===== src/csic_pkg.sv =====
// csic_pkg: constants, types and register layout of the idle-cycle inserter
// assumes: 32-bit AHB-Lite register bus, 200 MHz sys_clk
package csic_pkg;

   // ************************************************************
   // register map and field layout
   // ************************************************************
   localparam logic [7:0] CSIC_OFS_IDLE_CTRL = 8'h00; // bus_idle_cycle_control
   localparam logic [7:0] CSIC_OFS_STATUS = 8'h04; // idle status (read only)
   localparam int CSIC_REG_W = 16; // control register width
   localparam logic [15:0] CSIC_IDLE_CTRL_RST = 16'hFFFF; // every bit resets to one
   localparam int CSIC_F_P15_LO = 10; // pair15_read_idle_lo
   localparam int CSIC_F_P04_LO = 8; // pair04_read_idle_lo
   localparam int CSIC_F_P37_B2B = 7; // pair37_back_to_back_idle
   localparam int CSIC_F_P26_B2B = 6; // pair26_back_to_back_idle

   // ************************************************************
   // bus constants
   // ************************************************************
   localparam logic [1:0] CSIC_HTRANS_NONSEQ = 2'h2;
   localparam logic [1:0] CSIC_HTRANS_SEQ = 2'h3;
   localparam int CSIC_NUM_CS = 8; // chip-select spaces
   localparam logic [1:0] CSIC_IDLE_ONE = 2'h1; // one idle cycle

   // ************************************************************
   // types
   // ************************************************************
   // an external access request from the bus engine
   typedef struct packed {
      logic [2:0] space; // chip-select space 0..7
      logic write; // 1 = write, 0 = read
   } csic_acc_t;

   // sequencer states, gray along idle -> active -> gap
   typedef enum logic [1:0] {
      CSIC_S_IDLE = 2'b00,
      CSIC_S_ACTIVE = 2'b01,
      CSIC_S_GAP = 2'b11
   } csic_state_t;

endpackage : csic_pkg


===== src/csic_gap_calc.sv =====
// csic_gap_calc: works out idle cycles needed between two external accesses
// assumes: fed with the previous and next access and the control register
`timescale 1ns/1ps
module csic_gap_calc
   import csic_pkg::*;
(
   input wire csic_acc_t prev_acc,
   input wire csic_acc_t next_acc,
   input wire logic [CSIC_REG_W-1:0] ctrl,
   output logic [1:0] gap_cycles
);

   // pair index of a space: space modulo four
   function automatic logic [1:0] csic_pair(input logic [2:0] sp);
      csic_pair = sp[1:0];
   endfunction : csic_pair

   logic [1:0] rd_idle; // read-recovery count
   logic [1:0] b2b_idle; // back-to-back count
   logic same_pair; // both accesses in one pair
   logic rd_case; // read then write-in-pair or other pair

   // ************************************************************
   // gap decode
   // ************************************************************
   always_comb
   begin
      same_pair = (csic_pair(prev_acc.space) == csic_pair(next_acc.space));
      rd_case = !prev_acc.write && (next_acc.write || !same_pair);
      rd_idle = 2'h0;
      b2b_idle = 2'h0;
      // read-recovery fields exist for pairs 0/4 and 1/5 only
      if (rd_case && csic_pair(prev_acc.space) == 2'h1)
      begin
         rd_idle = ctrl[CSIC_F_P15_LO +: 2];
      end
      else if (rd_case && csic_pair(prev_acc.space) == 2'h0)
      begin
         rd_idle = ctrl[CSIC_F_P04_LO +: 2];
      end
      // back-to-back bits exist for pairs 2/6 and 3/7 only
      if (same_pair && csic_pair(prev_acc.space) == 2'h3 && ctrl[CSIC_F_P37_B2B])
      begin
         b2b_idle = CSIC_IDLE_ONE;
      end
      else if (same_pair && csic_pair(prev_acc.space) == 2'h2 && ctrl[CSIC_F_P26_B2B])
      begin
         b2b_idle = CSIC_IDLE_ONE;
      end
      // larger of the two counts, never the sum
      gap_cycles = (rd_idle > b2b_idle) ? rd_idle : b2b_idle;
   end

endmodule : csic_gap_calc


===== src/csic_top.sv =====
// csic_top: idle-cycle insertion between external chip-select accesses
// assumes: AHB-Lite register slave, one access engine issuing requests
// How it works
// - after pair1/5 read, apply bits 11:10
// - pair1/5 codes give zero to three idles
// - after pair0/4 read, apply bits 9:8
// - pair0/4 codes give zero to three idles
// - bit7 inserts idle within pair 3/7
// - bit6 inserts idle within pair 2/6
// - read then write uses larger count
// - all idle bits reset to one
// - sixteen-bit readable writable control register
//
// Chosen here: the address map and the AHB-Lite slave port.
`timescale 1ns/1ps
module csic_top
   import csic_pkg::*;
(
   input wire logic sys_clk,
   input wire logic rst_n,
   // ahb-lite slave
   input wire logic hsel,
   input wire logic [7:0] haddr,
   input wire logic [1:0] htrans,
   input wire logic hwrite,
   input wire logic [2:0] hsize,
   input wire logic [31:0] hwdata,
   input wire logic hready,
   output logic [31:0] hrdata,
   output logic hreadyout,
   output logic hresp,
   // access request from the bus engine
   input wire logic acc_valid,
   input wire csic_acc_t acc_req,
   input wire logic acc_done,
   output logic acc_ready,
   // external strobes
   output logic [CSIC_NUM_CS-1:0] cs_n,
   output logic rd_n,
   output logic wr_n
);

   // ************************************************************
   // register slave
   // ************************************************************
   logic [CSIC_REG_W-1:0] ctrl_q, ctrl_d; // bus_idle_cycle_control
   logic wpend_q, wpend_d; // write data phase pending
   logic [7:0] waddr_q, waddr_d; // latched write address
   logic [31:0] rdata_q, rdata_d; // read data
   csic_state_t state_q, state_d; // sequencer state
   logic [1:0] gap_q, gap_d; // remaining idle cycles
   csic_acc_t prev_q, prev_d; // last completed access
   logic have_prev_q, have_prev_d; // access completed since reset or since the last withdrawn request
   csic_acc_t cur_q, cur_d; // access on the pins
   logic [1:0] gap_need; // idles needed before acc_req
   logic take; // address phase accepted
   logic [CSIC_NUM_CS-1:0] cs_n_d; // next chip selects
   logic rd_n_d; // next read strobe
   logic wr_n_d; // next write strobe

   assign hreadyout = 1'b1; // zero wait states
   assign hresp = 1'b0; // always okay
   assign hrdata = rdata_q;
   assign take = hsel && hready && (htrans == CSIC_HTRANS_NONSEQ || htrans == CSIC_HTRANS_SEQ);

   // next register values
   always_comb
   begin
      ctrl_d = ctrl_q;
      wpend_d = take && hwrite;
      waddr_d = take ? haddr : waddr_q;
      rdata_d = rdata_q;
      if (wpend_q && waddr_q == CSIC_OFS_IDLE_CTRL)
      begin
         ctrl_d = hwdata[CSIC_REG_W-1:0];
      end
      if (take && !hwrite)
      begin
         case (haddr)
            CSIC_OFS_IDLE_CTRL: rdata_d = {16'h0000, ctrl_q};
            CSIC_OFS_STATUS: rdata_d = {28'h0000000, gap_q, state_q};
            default: rdata_d = 32'h00000000; // unmapped reads zero
         endcase
      end
   end

   // register flops
   always_ff @(posedge sys_clk)
   begin
      if (!rst_n)
      begin
         ctrl_q <= CSIC_IDLE_CTRL_RST;
         wpend_q <= 1'b0;
         waddr_q <= 8'h00;
         rdata_q <= 32'h00000000;
      end
      else
      begin
         ctrl_q <= ctrl_d;
         wpend_q <= wpend_d;
         waddr_q <= waddr_d;
         rdata_q <= rdata_d;
      end
   end

   // ************************************************************
   // access sequencer
   // ************************************************************
   csic_gap_calc u_gap (
      .prev_acc(prev_q),
      .next_acc(acc_req),
      .ctrl(ctrl_q),
      .gap_cycles(gap_need)
   );

   // ready when idle and no gap is owed for this request,
   // or in the last owed idle cycle, so that no extra idle follows the gap
   assign acc_ready = ((state_q == CSIC_S_IDLE) && (!have_prev_q || gap_need == 2'h0))
      || ((state_q == CSIC_S_GAP) && (gap_q == 2'h0));

   // next sequencer values
   always_comb
   begin
      state_d = state_q;
      gap_d = gap_q;
      prev_d = prev_q;
      have_prev_d = have_prev_q;
      cur_d = cur_q;
      case (state_q)
         CSIC_S_IDLE:
         begin
            if (acc_valid && acc_ready)
            begin
               cur_d = acc_req;
               state_d = CSIC_S_ACTIVE;
            end
            else if (acc_valid)
            begin
               // owed idles: strobes stay inactive meanwhile
               gap_d = gap_need - 2'h1;
               state_d = CSIC_S_GAP;
            end
         end
         CSIC_S_ACTIVE:
         begin
            if (acc_done)
            begin
               prev_d = cur_q;
               have_prev_d = 1'b1;
               state_d = CSIC_S_IDLE;
            end
         end
         CSIC_S_GAP:
         begin
            // one full clock per idle cycle; the last one may take the request
            if (gap_q != 2'h0)
            begin
               gap_d = gap_q - 2'h1;
            end
            else if (acc_valid)
            begin
               cur_d = acc_req; // gap paid, access starts next edge
               state_d = CSIC_S_ACTIVE;
            end
            else
            begin
               have_prev_d = 1'b0; // request withdrawn, gap already paid
               state_d = CSIC_S_IDLE;
            end
         end
         default: state_d = CSIC_S_IDLE;
      endcase
   end

   // ************************************************************
   // pin drive
   // ************************************************************
   // next pin values: one select and one strobe only while active,
   // so idle and gap cycles always show every pin inactive
   always_comb
   begin
      cs_n_d = '1;
      rd_n_d = 1'b1; // read strobe idle high
      wr_n_d = 1'b1; // write strobe idle high
      if (state_d == CSIC_S_ACTIVE)
      begin
         cs_n_d[cur_d.space] = 1'b0; // select of the taken space
         rd_n_d = cur_d.write; // low on a read
         wr_n_d = !cur_d.write; // low on a write
      end
   end

   // sequencer flops and pin drive
   always_ff @(posedge sys_clk)
   begin
      if (!rst_n)
      begin
         state_q <= CSIC_S_IDLE;
         gap_q <= 2'h0;
         prev_q <= '0;
         have_prev_q <= 1'b0;
         cur_q <= '0;
         cs_n <= '1;
         rd_n <= 1'b1;
         wr_n <= 1'b1;
      end
      else
      begin
         state_q <= state_d;
         gap_q <= gap_d;
         prev_q <= prev_d;
         have_prev_q <= have_prev_d;
         cur_q <= cur_d;
         cs_n <= cs_n_d;
         rd_n <= rd_n_d;
         wr_n <= wr_n_d;
      end
   end

endmodule : csic_top


===== config.mk =====
export PLATFORM = sky130hd
export DESIGN_NAME = csic_top
export DESIGN_NICKNAME = d
export VERILOG_FILES = /design/src/csic_pkg.sv /design/src/csic_gap_calc.sv /design/src/csic_top.sv
export SDC_FILE = /design/constraint.sdc
export NUM_CORES = 1
export LEC_CHECK = 0
export BUFFER_PORTS_ARGS = -buffer_cell sky130_fd_sc_hd__buf_2
export CAP_MARGIN = 20
export CORE_MARGIN = 2
export CORE_UTILIZATION = 50
export DETAILED_ROUTE_END_ITERATION = 8
export HOLD_SLACK_MARGIN = 0.03
export PLACE_DENSITY = 0.86
export SLEW_MARGIN = 5
export SYNTH_ARGS = -nofsm -noshare
export SYNTH_HDL_FRONTEND = slang
export SYNTH_SLANG_ARGS = --single-unit

===== constraint.sdc =====
create_clock -name sys_clk -period 3.25 [get_ports sys_clk]
set_clock_uncertainty 0.2 [all_clocks]
set_input_delay 0.325 -clock sys_clk [delete_from_list [all_inputs] [get_ports sys_clk]]
set_output_delay 0.325 -clock sys_clk [all_outputs]
set_load 0.01 [all_outputs]

======== Word-level counts from Yosys, hierarchy flattened ========
Cells that the tools add are included.
cells by class
  add/subtract/negate cells ............... 2
  reductions and logical operators ........ 38
  equal/unequal tests ..................... 16
  mux-type cells .......................... 26
  $lt $le $gt $ge ......................... 3
  bitwise operators ....................... 1
operators with widths
  kind                                                  count
  one-hot mux 16 bit (2 select lines)                   1
  2-to-1 mux 2 bit                                      11
  logical AND 1 bit                                     16
  zero test 8 bit                                       2
  2-to-1 mux 4 bit                                      3
  == test 2 bit (second input constant)                 5
  != test 2 bit (second input constant)                 5
  == test 8 x 3 -> 1 bit (second input constant)        1
  zero test 2 bit                                       4
  inverter 8 bit                                        1
  one-hot mux 4 bit (2 select lines)                    1
  AND reduction 4 bit                                   2
  == test 2 x 1 -> 1 bit (second input constant)        3
  2-to-1 mux 1 bit                                      6
  one-hot mux 2 bit (3 select lines)                    1
  nonzero test 2 bit                                    3
  zero test 1 bit                                       5
  logical OR 1 bit                                      4
  < comparator 3 x 4 -> 1 bit (second input constant)   1
  one-hot mux 2 bit (2 select lines)                    1
  AND reduction 2 bit                                   2
  subtractor 2 x 1 -> 2 bit (second input constant)     2
  demux 1 bit (select 3 bit)                            1
  >= comparator 3 x 1 -> 1 bit (second input constant)  1
  4 further kinds                                       4
word-level totals
  register bits ........................... 79
  output and inout port bits .............. 45
  input port bits ......................... 56
  logic and storage cells ................. 100

======== Logic depth before layout (Yosys ltp) ========
Gate-level depths: netlist of run 1.
  depth in word-level cells ............... 21
  mapped depth ............................ 8
  depth with buffers taken out ............ 8

======== Hierarchy ========
A second synthesis of run 1 with hierarchy kept.
second synthesis, totals
  cells, all modules ...................... 308
  area total of the unflattened synthesis .. 2,805.2 um2
modules (own cells, without submodules)
  module         cells an instance  seq. area each (um2)  instances  area an instance (um2)
  csic_top       294                1,281.2               1          2,686.3
  csic_gap_calc  14                 0.0                   1          118.9

======== Worst setup path before layout of run 1 ========
No wires, ideal clock.
  path type ............................... flip-flop to flip-flop
  start point ............................. register prev_q[1] in the netlist's numbering
  end point ............................... register cs_n[4]
  clock period less this slack ............ 2,733 ps
  arrival ................................. 2,399 ps
  library setup time ...................... 134 ps
  setup slack ............................. 517 ps
  stages on the path, launching flop included .. 9
  required time ........................... 2,916 ps
  buffers on the path ..................... 0
  cells stage by stage .................... dfxtp_1 -> mux2_2 -> o311ai_1 -> ha_1 -> o211ai_1 -> o21bai_1 -> o21ai_2 -> a21bo_1 -> or4_1
between the ends
  longest elaborated chain between the ends .. 21
  elaborated cells on any way between the ends .. 37
  those cells by class .................... 3 x order compare; 5 x eq/ne; 11 x mux; 1 x bitwise; 17 x reduce/logical
ends and longest elaborated chain
  element                                                                                            RTL line             source
  from (decl)                                                                                        csic_top.sv:52       csic_acc_t prev_q, prev_d;
  from (signal assigned)                                                                             csic_top.sv:211      prev_q <= prev_d;
  == test 2 bit                                                                                      csic_gap_calc.sv:28  same_pair = (csic_pair(prev_acc.space) == csic_pair(next_acc.space));
  zero test 1 bit                                                                                    csic_gap_calc.sv:29  rd_case = !prev_acc.write && (next_acc.write || !same_pair);
  logical OR 1 bit                                                                                   csic_gap_calc.sv:29
  logical AND 1 bit                                                                                  csic_gap_calc.sv:29
  logical AND 1 bit                                                                                  csic_gap_calc.sv:37  else if (rd_case && csic_pair(prev_acc.space) == 2'h0)
  2-to-1 mux 2 bit                                                                                   csic_gap_calc.sv:37
  2-to-1 mux 2 bit                                                                                   csic_gap_calc.sv:33  if (rd_case && csic_pair(prev_acc.space) == 2'h1)
  greater-than comparator 2 bit                                                                      csic_gap_calc.sv:51  gap_cycles = (rd_idle > b2b_idle) ? rd_idle : b2b_idle;
  [... 5 more ...]                                                                                   -
  logical AND 1 bit (*)                                                                              csic_top.sv:132      if (acc_valid && acc_ready)
  2-to-1 mux 4 bit                                                                                   csic_top.sv:132
  one-hot mux 4 bit (2 select lines)                                                                 csic_top.sv:129      case (state_q)
  < comparator 3 x 4 -> 1 bit (implied by the code) or >= comparator 3 x 1 -> 1 bit (tied branches)  csic_top.sv:187      cs_n_d[cur_d.space] = 1'b0;
  logical AND 1 bit (implied by the code)                                                            csic_top.sv:187
  2-to-1 mux 1 bit (implied by the code)                                                             csic_top.sv:187
  demux 1 bit (select 3 bit)                                                                         csic_top.sv:187
  inverter 8 bit (no line)                                                                           -
  to (signal assigned)                                                                               csic_top.sv:214      cs_n <= cs_n_d;
  to (decl)                                                                                          csic_top.sv:38       output logic [CSIC_NUM_CS-1:0] cs_n,
Mark *: on every way between the ends. The rest lies on a longest branch, timed or not.
A chain may end at the register's enable or synchronous reset.

======== Worst setup path in the final report of run 1 ========
  start point ............................. register prev_q[1] in the netlist's numbering
  end point ............................... output acc_ready
between the ends
  longest elaborated chain between the ends .. 13
  elaborated cells on any way between the ends .. 24
  those cells by class .................... 1 x order compare; 4 x eq/ne; 5 x mux; 14 x reduce/logical
ends and longest elaborated chain
  element                        RTL line             source
  == test 2 bit                  csic_gap_calc.sv:28
  zero test 1 bit                csic_gap_calc.sv:29
  logical OR 1 bit               csic_gap_calc.sv:29
  logical AND 1 bit              csic_gap_calc.sv:29
  logical AND 1 bit              csic_gap_calc.sv:37
  2-to-1 mux 2 bit               csic_gap_calc.sv:37
  2-to-1 mux 2 bit               csic_gap_calc.sv:33
  greater-than comparator 2 bit  csic_gap_calc.sv:51
  2-to-1 mux 2 bit (*)           csic_gap_calc.sv:51
  zero test 2 bit (*)            csic_top.sv:118      assign acc_ready = ((state_q == CSIC_S_IDLE) && (!have_prev_q || gap_need == 2'h0))
  logical OR 1 bit (*)           csic_top.sv:118
  logical AND 1 bit (*)          csic_top.sv:118
  logical OR 1 bit (*)           csic_top.sv:119      || ((state_q == CSIC_S_GAP) && (gap_q == 2'h0));
  to (decl)                      csic_top.sv:36       output logic acc_ready,
Marks and branches as above.

==> results of run 1 <==
[final timing paths]
path / startpoint / endpoint / slack [ns] / cells past startpoint
setup / recovery: prev_q[1] / acc_ready / 0.22 / 9
hold reg to reg: waddr_q[7] / waddr_q[7] / 0.26 / 2
setup reg to reg: prev_q[1] / cs_n[4] / 0.31 / 9
hold / removal: haddr[6] / waddr_q[6] / 0.06 / 3
[sequential cells by signal, summed over array words and instances (netlist names)]
name         count
ctrl_q          16
hrdata          16
cs_n             8
waddr_q          8
cur_q            4
prev_q           3
gap_q            2
state_q          2
have_prev_q      1
rd_n             1
wpend_q          1
wr_n             1
[cell families (layout without fill, tap and decap cells)]
kind of cell	after synthesis	after routing	share of synthesized area (%)
AO/OA/AOI/OAI	76	76	19.3
XOR/XNOR	1	1	0.302
adder cells (fa/ha/maj)	5	5	2.16
buffers and inverters	37	110	7.38
flip-flops	63	63	43.5
multiplexers	8	8	3.11
other	2	18	0.259
AND/OR/NAND/NOR	143	143	24.0
[area by class of cell]
cell class,count,area (µm²),area share (%)
clock buffers,13,159,4.39
inverters,4,15.0,0.415
flip-flops and latches,63,1260,34.8
multi-input cells,251,1500,41.5
repair buffers,90,576,15.9
well taps,72,90.1,2.49
clock inverters,3,17.5,0.484
[worst register-to-register path: stages, from the launching register on]
cell and delay, ns:
dfxtp_1 0.44, xor2_1 0.30, o311ai_1 0.15, ha_1 0.32, nor2_1 0.06, a21oi_2 0.33
o21ai_4 0.11, buf_4 0.18, a21bo_1 0.22, or4_1 0.51
[through the flow]
step | utilization [%] | area (µm²) | hold slack, ns
final | 65.3 | 3620 | 0.0621
after global routing | 65.3 | 3620 | 0.0671
after CTS | 64.9 | 3590 | 0.0328
after detailed placement | 57.7 | 3200 | 0.248
after global placement | 57.7 | 3200 | 0.244
after floorplan | - | 2960 | 0.236
[routing by layer]
metal / share of wire, % / GRT usage, % / wire, µm
met1: 42 / 25.6 / 2890
met2: 50 / 38.2 / 3410
met3: 6.5 / 6.07 / 446
met4: 1.7 / 10.5 / 119
met5: 0 / 0 / 0
[layout by cell type, fill, tap and decap left out, types with 5 or more instances in the layout]
cell	synthesis	layout
a21oi_1	18	18
clkbuf_8	0	11
nor2_1	25	25
o211ai_1	5	5
nand3_1	21	21
nand2_1	57	57
buf_4	18	6
buf_2	0	62
dlygate4sd3_1	0	22
a22oi_1	18	18
or4_1	5	5
dfxtp_1	63	63
mux2_2	7	7
ha_1	5	5
conb_1	2	18
nand4_1	6	6
o211a_1	5	5
[report_power, final]
group | switching [W] | leakage (nW) | internal (W)
logic | 0.000124 | 0.964 | 0.0000983
clock network | 0.000288 | 0.0894 | 0.000316
registers | 0.0000150 | 0.511 | 0.000794
total | 0.000428 | 1.56 | 0.00121
[repair_timing]
item | in CTS | in global routing
resized for setup | 0 | 2
hold buffers | 22 | 0
hold endpoints to repair | 22 | 0
setup buffers | 0 | 2
endpoints found under the setup margin | 0 | 1
==> qor.txt, run 1 <==
synthesis-stage register bit count -> 63
endpoint class of the critical path -> primary output
die width -> 80.1 µm
via count -> 2747
CP Data Required Time -> 2.72 ns
dpl hpwl -> 4730 µm
final cell count without fillers -> 496
synth unique cells -> 59
Post-synth top cells -> dfxtp_1 (63), nand2_1 (57), nor2_1 (25), nand3_1 (21)
placed cells -> 456
synth top area cells -> dfxtp_1 (44%), nand2_1 (7.4%), a22oi_1 (4.7%)
Synth top area share -> 43.5%
Global Route Usage Sum -> 22.3%
worst setup margin -> 0.222 ns
slew of the pin with the lowest slew margin -> 0.738 ns
Tcrit/Tclk final -> 93.2%
CTS Buffer Depth -> 2
Routed WL -> 6860 µm
Top FF cell, synth -> dfxtp_1
slowest CP cell -> dfxtp_1
Finish-stage setup viols -> 0
wire length per cell after detailed routing -> 13.8 µm
CP startpoint kind -> register
total power -> 0.00164 W
most common cell in the netlist -> dfxtp_1
Place WS -> 0.190 ns
vias per cell -> 5.54
worst path cell trace -> mux2_2 -> o311ai_1 -> ha_1 -> nor2_1 -> a21oi_2 -> o21ai_4 -> a21oi_1 -> or2_1 -> buf_2
worst min-delay path class -> in2reg
CP Class -> reg2out
TritonCTS Buffers -> 9
layout cells sized above 1 -> 23.1%
P&R area growth vs syn -> 24.9%
Syn Std Cell Area -> 0.00290 mm²
Gate Count Post-Synth -> 335
Slowest Stage Delay on Critical Path -> 0.44 ns
effective utilization at floorplan -> 52.3%
fill cell count -> 472
Max Slew Vio Count -> 0
routability cong. -> 0.884
largest net degree at the start of global routing -> 23
antenna viol nets, final -> 0
Clk pin slew, worst setup/hold paths -> 0.06 ns
fmax -> 0.330 GHz
cell chosen for the clock root -> clkbuf_8
relative slew slack -> 50.8%
final hold vios -> 0
FP Rows -> 27
initial antenna violation count -> 0
drt first pass iters -> 4
Worst VDD drop -> 0.000255 V
H-tree depth -> 3
max-cap violations -> 0
top cell type by total area after synthesis -> dfxtp_1
# diodes -> 0
setup TNS -> 0 ns
Port Buf Inserts -> 62
Top Family by Delay on Critical Path -> compound AO/OA/AOI/OAI gates
CTS tree -> built
nets -> 480
Max FO, Critical Path -> 6
pwr dens -> 452 mW/mm²
num ports -> 101
clock sink count -> 63
initial drt markers -> 124
die area -> 0.00642 mm²
Lkg Pwr -> 1.56 nW
crit path time final -> 3.03 ns
unrepaired setup endpoints after global routing -> no
vias in the first global route -> 2547
first-pass GRT wire length -> 11200 µm
synth warn -> 0
die height -> 80.1 µm
core area -> 0.00554 mm²
sequential area share after synthesis -> 43.5%
status -> complete, no violations
drt drc -> 0
worst skew pair latency -> 0.33 ns
Worst EP arrival -> 2.50 ns
grt ovf -> 0
Syn Area/Cell -> 8.65 µm²
worst path buffer plus inverter count -> 1
async set-or-reset flop fraction in the synthesized netlist -> 0%
number of synthesized flops with an enable pin -> 0
No activity file was read; power rests on OpenSTA's default activity.
==> inputs of run 2 (changes only) <==
--- a/config.mk
+++ b/config.mk
@@ -5,6 +5,7 @@
 export SDC_FILE = /design/constraint.sdc
 export NUM_CORES = 1
 export LEC_CHECK = 0
+export ABC_AREA = 1
 export BUFFER_PORTS_ARGS = -buffer_cell sky130_fd_sc_hd__buf_2
 export CAP_MARGIN = 20
 export CORE_MARGIN = 2
==> run 2 against run 1 <==
Final area decreased by 0.90%; non-clock buffer count decreased by 9; synthesized area increased by 1.5%; sequential share of layout area increased by 0.32 points; final cell count increased by 12%; global-route usage decreased by 0.17 points; maximum frequency increased by 1.7%; first-iteration DRC count increased by 33%; power increased by 18%; clock-buffer cell count decreased by 2; worst hold slack improved by 0.015 ns; largest cell class unchanged; highest routed layer unchanged.
==> qor.txt, run 2 <==
worst min-delay path class -> in2reg
num ports -> 101
initial antenna violation count -> 0
sequential area share after synthesis -> 42.9%
worst setup margin -> 0.272 ns
clock sink count -> 63
Worst EP arrival -> 2.45 ns
most common cell in the netlist -> nand2_1
die width -> 80.7 µm
Area after DPL -> 0.00324 mm²
first-pass GRT wire length -> 10900 µm
# diodes -> 0
worst skew pair latency -> 0.35 ns
CTS Buffer Depth -> 2
post-CTS setup buffers -> 0
Post-synth top cells -> nand2_1 (99), dfxtp_1 (63), inv_1 (45), a21oi_1 (33), nand3_1 (33)
mux contribution to synthesized area -> 0%
Max FO, Critical Path -> 5
largest net degree at the start of global routing -> 35
endpoint class of the critical path -> primary output
Syn Area/Cell -> 7.38 µm²
total power -> 0.00193 W
die height -> 80.7 µm
nets -> 539
FP Rows -> 27
Syn Std Cell Area -> 0.00294 mm²
Clk pin slew, worst setup/hold paths -> 0.07 ns
Max Slew Vio Count -> 0
synth top area cells -> dfxtp_1 (43%), nand2_1 (13%), inv_1 (5.7%)
H-tree depth -> 3
Place WS -> 0.416 ns
initial drt markers -> 165
Lkg Pwr -> 1.69 nW
P&R area growth vs syn -> 21.9%
unrepaired setup endpoints after global routing -> no
grt ovf -> 0
CP startpoint kind -> register
die area -> 0.00651 mm²
routability cong. -> 0.876
effective utilization at floorplan -> 52.5%
drt drc -> 0
Synth top area share -> 42.9%
slew of the pin with the lowest slew margin -> 0.610 ns
CP Data Required Time -> 2.72 ns
Routed WL -> 6740 µm
wire length per cell after detailed routing -> 12.2 µm
CTS tree -> built
final hold vios -> 0
dpl hpwl -> 4630 µm
max-cap violations -> 0
most frequent cells in the layout -> nand2_1 (99), dfxtp_1 (63), buf_2 (62), inv_1 (45)
top cell type by total area after synthesis -> dfxtp_1
commonest non-fill, non-tap cell in the layout -> nand2_1
core area -> 0.00561 mm²
number of synthesized flops with an enable pin -> 0
Compound-Gate Fraction of Synth Area -> 11.6%
CP Class -> reg2out
async set-or-reset flop fraction in the synthesized netlist -> 0%
Worst VDD drop -> 0.000404 V
Finish-stage setup viols -> 0
Synth Area in Simple Gates -> 30.5%
cell chosen for the clock root -> clkbuf_8
antenna viol nets, final -> 0
vias per cell -> 4.97
pwr dens -> 539 mW/mm²
largest family of logic cells by synthesized area -> simple AND/OR/NAND/NOR gates
Top FF cell, synth -> dfxtp_1
Adder-Cell Fraction of Synth Area -> 2.13%
crit path time final -> 2.98 ns
TritonCTS Buffers -> 9
Global Route Usage Sum -> 22.1%
synth warn -> 0
fmax -> 0.336 GHz
setup TNS -> 0 ns
Gate Count Post-Synth -> 399
drt first pass iters -> 4
synth unique cells -> 34
Synth Area in XOR/XNOR -> 0.595%
Tcrit/Tclk final -> 91.6%
status -> complete, no violations
vias in the first global route -> 2439
via count -> 2752
Finished Cell Area -> 0.00359 mm²
Port Buf Inserts -> 62
relative slew slack -> 58.7%
layout cells sized above 1 -> 21.2%
synthesis-stage register bit count -> 63
-- run 2: changes by cell type after synthesis, moves of 5 or more --
cell      before  now
nand3_2        0    5
o21ai_0        2   21
nand2_1       57   99
or4_1          5    0
a22oi_1       18    0
clkbuf_1      14    9
inv_1          3   45
o211a_1        5    0
a21oi_1       18   33
nand2_2        0    7
nand3_1       21   33
mux2_2         7    0
-- run 2: repair_timing --
action,CTS,global route
endpoints found under the hold margin,17,0
endpoints found under the setup margin,0,0
hold buffers,17,0
resized for setup,0,0
-- run 2: worst paths after layout --
path              start  slack, ns  cells after the start    endpoint
max           prev_q[1]       0.27                     11   acc_ready
min            haddr[0]       0.08                      3  waddr_q[0]
max reg2reg   prev_q[1]       0.36                     17     cs_n[6]
min reg2reg  waddr_q[7]       0.25                      2  waddr_q[7]
-- run 2: power breakdown --
group	switching, W	leakage [nW]	total [W]	internal (W)
Sequential	0.0000295	0.512	0.000846	0.000817
Clock	0.000288	0.0892	0.000635	0.000347
Combinational	0.000287	1.09	0.000453	0.000166
Total	0.000604	1.69	0.00193	0.00133
-- run 2: through the flow --
step	instances	hold slack, ns	util, %
after global placement	522	0.232	57.7
after detailed placement	522	0.241	57.7
after global routing	554	0.106	64.0
after CTS	554	0.0692	64.0
after floorplan	415	0.224	-
final	554	0.0771	64.0
-- run 2: critical path, cell delays in order (launching register included) --
cell and delay [ns]:
dfxtp_1 0.36, xnor2_1 0.24, nand3_2 0.15, nand4_1 0.10, nand2_1 0.08, inv_1 0.06, ha_1 0.22, or2_2 0.28
nand4_1 0.13, nand3_2 0.13, a21oi_1 0.20, buf_2 0.16
-- run 2: layer usage --
| layer | part of all wire [%] | vias to the layer above | GRT usage [%] | wire [µm] |
|---|---|---|---|---|
| met5 | 0 | - | 0 | 0 |
| met4 | 2.8 | 0 | 14.7 | 192 |
| met3 | 6.4 | 21 | 5.28 | 433 |
| met2 | 49 | 99 | 35.9 | 3280 |
| met1 | 42 | 1231 | 25.9 | 2840 |
| li1 | - | 1401 | - | - |
-- run 2: cells by family (layout without fill, tap and decap cells) --
| group | Yosys count | count (layout) |
|---|---|---|
| adder cells (fa/ha/maj) | 5 | 5 |
| buffers and inverters | 76 | 143 |
| AND/OR/NAND/NOR | 189 | 189 |
| flip-flops | 63 | 63 |
| XOR/XNOR | 2 | 2 |
| AO/OA/AOI/OAI | 62 | 62 |
| other | 2 | 18 |
-- run 2: area by class of cell --
| class | count | area (µm²) |
|---|---|---|
| clock buffer | 11 | 131 |
| sequential | 63 | 1260 |
| inverter | 47 | 176 |
| tap | 72 | 90.1 |
| timing repair buffer | 81 | 495 |
| multi-input combinational | 276 | 1390 |
| fill | 501 | 2020 |
| clock inverter | 4 | 47.5 |
